===== src/common/desr_map.vh =====
// Constants for the drive ending status readout block
`ifndef DESR_MAP_VH
`define DESR_MAP_VH
// Status select codes
`define DESR_SEL_ENDING   2'h0
`define DESR_SEL_CYLINDER 2'h1
`define DESR_SEL_SECTHEAD 2'h2
`define DESR_SEL_BUSDATA  2'h3
// Parcel layout
`define DESR_INIT_HI      15
`define DESR_INIT_LO      8
`define DESR_FINAL_HI     7
`define DESR_FINAL_LO     0
// Ending status byte fields
`define DESR_OP_HI        3
`define DESR_OP_LO        0
`define DESR_BIT_TIMEDEP  4
`define DESR_BIT_ODD      5
`define DESR_BIT_PARITY   6
`define DESR_BIT_GOOD     7
// Operation status codes
`define DESR_OP_DONE      4'h0
`define DESR_OP_REJECT    4'h1
`define DESR_OP_NOAM      4'h4
`define DESR_OP_NOSYNC    4'h5
`define DESR_OP_ECC       4'h6
`define DESR_OP_IDMIS     4'h7
`define DESR_OP_EXCEPT    4'h8
`define DESR_OP_UNSOL     4'hC
// Reset values
`define DESR_RST_STATUS   8'h00
`define DESR_RST_PARCEL   16'h0000
// ID parameter 1 layout
`define DESR_SECT_W       6
`define DESR_HEAD_W       5
`define DESR_HEAD_LO      6
`define DESR_RP_BIT       12
`define DESR_WP_BIT       13
`endif


===== src/logic/desr_status_capture.v =====
// Capture of initial and final ending status bytes from bus B
`timescale 1ns/1ps
`include "desr_map.vh"
module desr_status_capture (
    // Clock and reset
    input  wire       core_clk,
    input  wire       reset,
    // Sequencer events
    input  wire       seq_start,
    input  wire       seq_dual,
    input  wire       status_strobe,
    input  wire [7:0] bus_b_in,
    // Captured bytes and capture state
    output reg  [7:0] init_status_q,
    output reg  [7:0] final_status_q,
    output reg        second_pending_q,
    output reg        capture_done_q
);
    // ======================================================
    // Capture sequencing
    // ======================================================
    always @(posedge core_clk) begin
        if (reset) begin
            init_status_q    <= `DESR_RST_STATUS;
            final_status_q   <= `DESR_RST_STATUS;
            second_pending_q <= 1'b0;
            capture_done_q   <= 1'b0;
        end else begin
            capture_done_q <= 1'b0;
            if (status_strobe) begin
                if (second_pending_q) begin
                    final_status_q   <= bus_b_in;
                    second_pending_q <= 1'b0;
                    capture_done_q   <= 1'b1;
                end else begin
                    init_status_q  <= bus_b_in;
                    // Copy into the low byte too, so a single sequence reads doubled
                    final_status_q <= bus_b_in;
                    second_pending_q <= seq_dual;
                    capture_done_q <= ~seq_dual;
                end
            end else if (seq_start) begin
                second_pending_q <= 1'b0;
            end
        end
    end
endmodule


===== src/logic/desr_readout.v =====
// Drive ending status readout: select-driven status parcel to the accumulator
//
// Operation
// Select 00 returns the ending status parcel to the accumulator.
// Single sequence puts the initial status byte in both parcel bytes.
// Dual sequence keeps first byte as initial, second as final.
// Initial byte in bits 15..8, final byte in bits 7..0.
// Initial byte is the bus B status at first sequence completion.
// Sector write: ID-compare status first, write-data status second.
// Drive encodes operation status codes 00,01,04,05,06,07 octal.
// Code 10 octal is operation exception, 14 unsolicited needing status read.
// Bit 4 means command still running; Attention In follows later.
// Bit 5 marks odd byte count; last bus B byte invalid.
// Drive sets bit 6 on detected bus parity error.
// Drive sets bit 7 when no parity error was found.
// Select 01 returns the ID parameter 0 parcel.
// ID parameter 0 parcel is the live cylinder register value.
// Select 10 returns sector and head addresses.
// Select 11 returns bus A byte high, bus B byte low.
// Reading never alters the stored status bytes.
`timescale 1ns/1ps
`include "desr_map.vh"
module desr_readout (
    // Clock and reset
    input  wire        core_clk,
    input  wire        reset,
    // Status-read channel function
    input  wire        status_read_function,
    input  wire [1:0]  status_select,
    // Sequencer and drive side
    input  wire        seq_start,
    input  wire        seq_dual,
    input  wire        status_strobe,
    input  wire [7:0]  bus_a_in,
    input  wire [7:0]  bus_b_in,
    // Adapter address registers
    input  wire [15:0] cylinder_reg,
    input  wire [5:0]  sector_addr,
    input  wire [4:0]  head_addr,
    input  wire        read_protect,
    input  wire        write_protect,
    // Accumulator side
    output reg  [15:0] accum_data_q,
    output reg         accum_valid_q,
    // Sequence done and decoded status of last ending status byte
    output reg         seq_done_q,
    output reg         op_exception_q,
    output reg         unsol_exception_q,
    output reg         cmd_pending_q,
    output reg         last_byte_invalid_q,
    output reg         parity_error_q,
    output reg         good_transfer_q
);
    // ======================================================
    // Status capture
    // ======================================================
    wire [7:0] init_status;
    wire [7:0] final_status;
    wire       capture_done;

    desr_status_capture u_capture (
        .core_clk         (core_clk),
        .reset            (reset),
        .seq_start        (seq_start),
        .seq_dual         (seq_dual),
        .status_strobe    (status_strobe),
        .bus_b_in         (bus_b_in),
        .init_status_q    (init_status),
        .final_status_q   (final_status),
        .second_pending_q (),
        .capture_done_q   (capture_done)
    );

    // ======================================================
    // Stored parcels
    // ======================================================
    // Both parcels are plain views of state; nothing on the read side writes back
    wire [15:0] drive_ending_status_parcel;
    wire [15:0] id_parameter_zero_status;

    assign drive_ending_status_parcel[`DESR_INIT_HI:`DESR_INIT_LO]   = init_status;
    assign drive_ending_status_parcel[`DESR_FINAL_HI:`DESR_FINAL_LO] = final_status;
    // Live value, so a read between cylinder moves sees the newest address
    assign id_parameter_zero_status = cylinder_reg;

    // ======================================================
    // Field helpers
    // ======================================================
    function [15:0] desr_sect_head;
        input [5:0] sect;
        input [4:0] head;
        input       rp;
        input       wp;
        begin
            desr_sect_head = 16'h0000;
            desr_sect_head[`DESR_SECT_W-1:0] = sect;
            desr_sect_head[`DESR_HEAD_LO+`DESR_HEAD_W-1:`DESR_HEAD_LO] = head;
            desr_sect_head[`DESR_RP_BIT] = rp;
            desr_sect_head[`DESR_WP_BIT] = wp;
        end
    endfunction

    // True when the operation status field of a byte holds the given code
    function desr_op_match;
        input [7:0] status;
        input [3:0] code;
        begin
            desr_op_match = (status[`DESR_OP_HI:`DESR_OP_LO] == code);
        end
    endfunction

    // Picks one of the four parcels by the two select bits
    function [15:0] desr_pick;
        input [1:0]  sel;
        input [15:0] ending;
        input [15:0] cylinder;
        input [15:0] secthead;
        input [15:0] busdata;
        begin
            case (sel)
                `DESR_SEL_ENDING: begin
                    desr_pick = ending;
                end
                `DESR_SEL_CYLINDER: begin
                    desr_pick = cylinder;
                end
                `DESR_SEL_SECTHEAD: begin
                    desr_pick = secthead;
                end
                `DESR_SEL_BUSDATA: begin
                    desr_pick = busdata;
                end
                default: begin
                    desr_pick = `DESR_RST_PARCEL;
                end
            endcase
        end
    endfunction

    // ======================================================
    // Parcel selection
    // ======================================================
    // Sector and head parcel is built from the live inputs on every read
    reg [15:0] parcel_d;

    always @* begin
        parcel_d = desr_pick(status_select,
                             drive_ending_status_parcel,
                             id_parameter_zero_status,
                             desr_sect_head(sector_addr, head_addr,
                                            read_protect, write_protect),
                             {bus_a_in, bus_b_in});
    end

    // ======================================================
    // Accumulator transfer
    // ======================================================
    // The read path only samples; capture state has no read input at all
    reg [15:0] accum_data_d;
    reg        accum_valid_d;

    always @* begin
        accum_valid_d = status_read_function;
        accum_data_d  = accum_data_q;
        if (status_read_function) begin
            accum_data_d = parcel_d;
        end
    end

    always @(posedge core_clk) begin
        if (reset) begin
            accum_data_q  <= `DESR_RST_PARCEL;
            accum_valid_q <= 1'b0;
        end else begin
            accum_data_q  <= accum_data_d;
            accum_valid_q <= accum_valid_d;
        end
    end

    // ======================================================
    // Ending status decode (status flags use the final byte of the parcel, done uses the capture)
    // ======================================================
    // Flags follow the low byte: on a single sequence it is the copied initial byte
    reg seq_done_d;
    reg op_exception_d;
    reg unsol_exception_d;
    reg cmd_pending_d;
    reg last_byte_invalid_d;
    reg parity_error_d;
    reg good_transfer_d;

    always @* begin
        seq_done_d          = capture_done;
        op_exception_d      = desr_op_match(final_status, `DESR_OP_EXCEPT);
        unsol_exception_d   = desr_op_match(final_status, `DESR_OP_UNSOL);
        cmd_pending_d       = final_status[`DESR_BIT_TIMEDEP];
        last_byte_invalid_d = final_status[`DESR_BIT_ODD];
        parity_error_d      = final_status[`DESR_BIT_PARITY];
        good_transfer_d     = final_status[`DESR_BIT_GOOD];
    end

    always @(posedge core_clk) begin
        if (reset) begin
            seq_done_q          <= 1'b0;
            op_exception_q      <= 1'b0;
            unsol_exception_q   <= 1'b0;
            cmd_pending_q       <= 1'b0;
            last_byte_invalid_q <= 1'b0;
            parity_error_q      <= 1'b0;
            good_transfer_q     <= 1'b0;
        end else begin
            seq_done_q          <= seq_done_d;
            op_exception_q      <= op_exception_d;
            unsol_exception_q   <= unsol_exception_d;
            cmd_pending_q       <= cmd_pending_d;
            last_byte_invalid_q <= last_byte_invalid_d;
            parity_error_q      <= parity_error_d;
            good_transfer_q     <= good_transfer_d;
        end
    end
endmodule


===== config.mk =====
export PLATFORM = sky130hd
export DESIGN_NAME = desr_readout
export DESIGN_NICKNAME = d
export VERILOG_FILES = /design/src/logic/desr_status_capture.v /design/src/logic/desr_readout.v
export VERILOG_INCLUDE_DIRS = /design/src /design/src/common
export SDC_FILE = /design/constraint.sdc
export NUM_CORES = 1
export LEC_CHECK = 0
export CAP_MARGIN = 20
export CORE_AREA = 2 2 61 63
export DETAILED_ROUTE_END_ITERATION = 10
export DIE_AREA = 0 0 63 65
export DONT_BUFFER_PORTS = 1
export PLACE_DENSITY_LB_ADDON = 0.3
export SYNTH_ARGS = -nofsm -noshare
export SYNTH_HDL_FRONTEND = slang
export SYNTH_SLANG_ARGS = --single-unit

===== constraint.sdc =====
create_clock -name core_clk -period 1.5 [get_ports core_clk]
set_clock_uncertainty 0.2 [all_clocks]
set_input_delay 0.3 -clock core_clk [delete_from_list [all_inputs] [get_ports core_clk]]
set_output_delay 0.3 -clock core_clk [all_outputs]
set_load 0.005 [all_outputs]

==> Yosys cells after proc, flatten, opt, wreduce, memory -nomap -nowiden <==
Index checks and enable logic that the tools add are counted.
{ "op_classes": {"eq_ne": 5, "muxes": 5, "bitwise_logic": 3, "reduce_logical": 4} }
{ "ops": {"columns": ["cell", "n"], "rows": [
  ["one-hot mux 16 bit (4 select lines)", 1],
  ["equality test 4 bit, second input constant", 2],
  ["equality test 2 bit, second input constant", 2],
  ["2-to-1 mux 1 bit", 4],
  ["NOT 1 bit", 3],
  ["equality test 2 x 1 -> 1 bit, second input constant", 1],
  ["logical NOT 2 bit", 1],
  ["AND reduction 2 bit", 1],
  ["nonzero test 2 bit", 1],
  ["OR reduction 2 bit", 1]
]} }
{ "word_totals": {"register_bits": 42, "word_cells": 30} }

==> Logic depth before layout (Yosys ltp) <==
{ "depth": {"depth_word": 2, "mapped_depth": 5, "depth_no_buf": 3} }

==> Hierarchy <==
A second synthesis with hierarchy kept.
{ "hier_totals": {"cells_unflattened": 165, "hier_area_um2": 1918.1} }
{ "modules_own_cells": {"columns": ["mod", "n_inst", "cells_per_inst", "area_per_inst_um2", "seq_area_each_um2"], "rows": [
  ["desr_readout", 1, 96, 1194.9, 480.5],
  ["desr_status_capture", 1, 69, 723.2, 360.3]
]} }

==> Worst setup path before layout <==
OpenSTA, ideal clock, no wires.
{ "synth_path": {"path_kind": "input -> register", "start": "in status_select[1]", "end": "reg accum_data_q[10]", "arrival_ns": 1.209, "required_ns": 1.172, "setup_slack_ns": -0.037, "stages": 5, "path_cell_list": "buf_6 -> buf_12 -> mux4_2 -> mux2i_1 -> nor2_1"} }
{ "synth_via": {"elab_chain_len": 2} }
{ "synth_rtl": {"columns": ["element", "line", "rtl"], "rows": [
  ["from (decl)", "desr_readout.v:29", "input wire [1:0] status_select,"],
  ["equality test 2 bit (tied with other cells)", "desr_readout.v:120", "case (sel)"],
  ["one-hot mux 16 bit (4 select lines) (*)", "desr_readout.v:120", null],
  ["to (signal assigned)", "desr_readout.v:172", "accum_data_q <= `DESR_RST_PARCEL;"],
  ["to (signal assigned)", "desr_readout.v:175", "accum_data_q <= accum_data_d;"],
  ["to (decl)", "desr_readout.v:43", "output reg [15:0] accum_data_q,"]
]} }
Mark *: on every way between the ends. The rest lies on a longest branch, timed or not.
A chain may end at the register's enable or synchronous reset.

==> results.cfg <==
[status]
status = complete, but fails checks
violations = negative hold slack

[route]
routedWlPerCell_microns = 19.8
firstDrtPassIters = 4
viasPerCell = 5.89
final_antenna_net_count = 0
wirelength_mm = 4.30
drc = 0
vias = 1279
drt_iter0_markers = 32

[pwr]
vdd_drop_max_uv = 637
p_leak_nw = 0.928
finalPower_mw = 2.42
powerDensity_nw_per_um2 = 1140

[clock_tree]
cts_buffers = 5
htreeDepth = 2
cts_tree = done
hold_buffers = 17
clk_latency_ns = 0.35
clkTransAtPathRegs_ns = 0.13
cts-root-buf = clkbuf_4
clock_sinks = 42
ctsLongestPathBuffers = 2

[min_path]
hp-class = input pin to flip-flop

[timing]
fin_ws_ns = 0.0768
rsz0062_at_grt = false
min_period_ns = 1.42
min_period_over_period_pct = 94.9
setup_viol = 0
hold_ws_ns = -0.105
fmax_mhz = 703
slew_viol_final = 0
max_slew_margin_pct = 60.2
hold_viol = 16
tns_ns = 0
worst_slew_pin_slew_ns = 0.597

[worst_setup_path]
crit_chain = mux2i_1 -> nor2_1 -> dlygate4sd3_1
crit_end = u_capture.final_status_q[1]
cp.arrival_ns = 1.48
crit_path_max_incr_delay_ns = 0.56
worstReg2RegEnd = u_capture.final_status_q[1]
r2r_slack_ns = 0.08
cp.required_ns = 1.55
cp-startpoint = u_capture.final_status_q[1]
crit_family = buffers and inverters
crit_cells = 3
cp-end-kind = flip-flop
reg2regPathDepth = 3
critPathLaunchType = flip-flop
slowest_stage = dlygate4sd3_1
crit-reg2reg-launch = u_capture.final_status_q[1]
path_buf_inv = 1
crit_fanout = 4
worstSetupPathType = flip-flop to flip-flop

[layout]
drive_above_1_share_pct = 8.28
final_common_cell = dfxtp_1
fin_cells = 217
fin_nets = 221
diodes = 0
areaGrowthSynthToFinish_pct = 15.4
final_cell_mix = 42 x dfxtp_1, 33 x nor2_1, 32 x mux2i_1

[place]
io_buffers = 0
pre_cts_ws_ns = 0.121
gp_congestion = 0.741
hpwl_mm = 2.81
dp_cells = 192

[flow_run]
maxCapViolations = 0

[floorplan]
io_pins = 77
core_area_sq_um = 3500
dieArea_sq_um = 4100
fp.dieH_microns = 65
num_rows = 22
initial_core_util_pct = 52.6
die_w_microns = 63

[global_routing]
gr-total-overflow = 0
track_usage_pct = 22.9
grt_pass1_wl_mm = 6.94
antenna_found_initial = 0
grt_pass1_vias = 1357
grt_max_degree = 42

[logic_synthesis]
netlist_instances = 155
syn-num-nets = 208
synth_area_per_cell_sq_um = 11.9
synth-seq-cells = 42
yosys.cell_types.count = 20
synth_seq_area_share_pct = 45.7
synth_warnings = 0
syn_area_sq_um = 1840
[sequential cells by signal (all words and copies together) (netlist names)]
name	flops
op_exception_q	1
accum_valid_q	1
u_capture.capture_done_q	1
u_capture.init_status_q	8
u_capture.second_pending_q	1
good_transfer_q	1
last_byte_invalid_q	1
accum_data_q	16
cmd_pending_q	1
unsol_exception_q	1
seq_done_q	1
parity_error_q	1
u_capture.final_status_q	8
[cell families (layout without fill, tap and decap cells)]
logic type / count (synthesis) / count (layout) / synth area share, %
flip-flops: 42 / 42 / 45.7
multiplexers: 45 / 45 / 35.1
AO/OA/AOI/OAI: 4 / 4 / 1.90
AND/OR/NAND/NOR: 52 / 52 / 13.1
buffers and inverters: 12 / 26 / 4.21
[repair_timing]
| action | in CTS | in global routing |
|---|---|---|
| buffers inserted | 0 | 0 |
| endpoints found under the hold margin | 42 | 16 |
| endpoints found under the setup margin | 0 | 8 |
| resized for setup | 0 | 1 |
[power breakdown]
part           switching (mW)  internal, mW
combinational          0.0912         0.165
sequential             0.0466          1.18
clock                   0.374         0.565
[Yosys cell counts, drive strengths merged]
cell type,n,area share (%)
nor4,1,0.34
mux4,13,18
nor3b,2,0.82
nor4b,1,0.48
nor2,33,6.7
mux2i,32,17
dfxtp,42,46
clkbuf,5,1.2
buf,7,3.0
nor2b,8,2.7
nand2b,1,0.34
o211a,3,1.6
a21oi,1,0.27
nand3,3,0.82
nor3,3,0.82
[stage by stage]
step / utilization [%] / cell area [sq um] / hold WS (ns)
after floorplan: - / 1850 / 0.214
after global placement: 52.4 / 1830 / 0.175
after detailed placement: 52.4 / 1830 / 0.176
after CTS: 60.7 / 2120 / -0.114
after global routing: 60.8 / 2120 / -0.104
final: 60.8 / 2120 / -0.105
[worst min-delay path by stage]
stage | from | end | slack (ns) | cells after the start
2_1_floorplan | u_capture.capture_done_q | seq_done_q | 0.21 | 1
3_3_place_gp | reset | u_capture.final_status_q[3] | 0.18 | 1
3_5_place_dp | reset | accum_data_q[3] | 0.18 | 1
4_1_cts | status_read_function | accum_data_q[7] | -0.11 | 2
5_1_grt | status_read_function | accum_data_q[10] | -0.10 | 2
6_report | status_read_function | accum_data_q[9] | -0.10 | 2
[cell type report]
cell class              instances  area, sq um
clock inverters                 2         60.1
fillers                       312         1370
multi-input cells             101          922
repair buffers                 18          190
well taps                      48         60.1
flip-flops and latches         42          841
clock buffers                   6         51.3
[routing by layer]
layer	vias up	share of wire, %	track usage, %
li1	589	-	-
met2	59	51	41.0
met5	-	0	0
met4	0	2.0	9.72
met3	10	8.6	9.03
met1	621	38	23.9
Power figures use the tool's default switching activity.
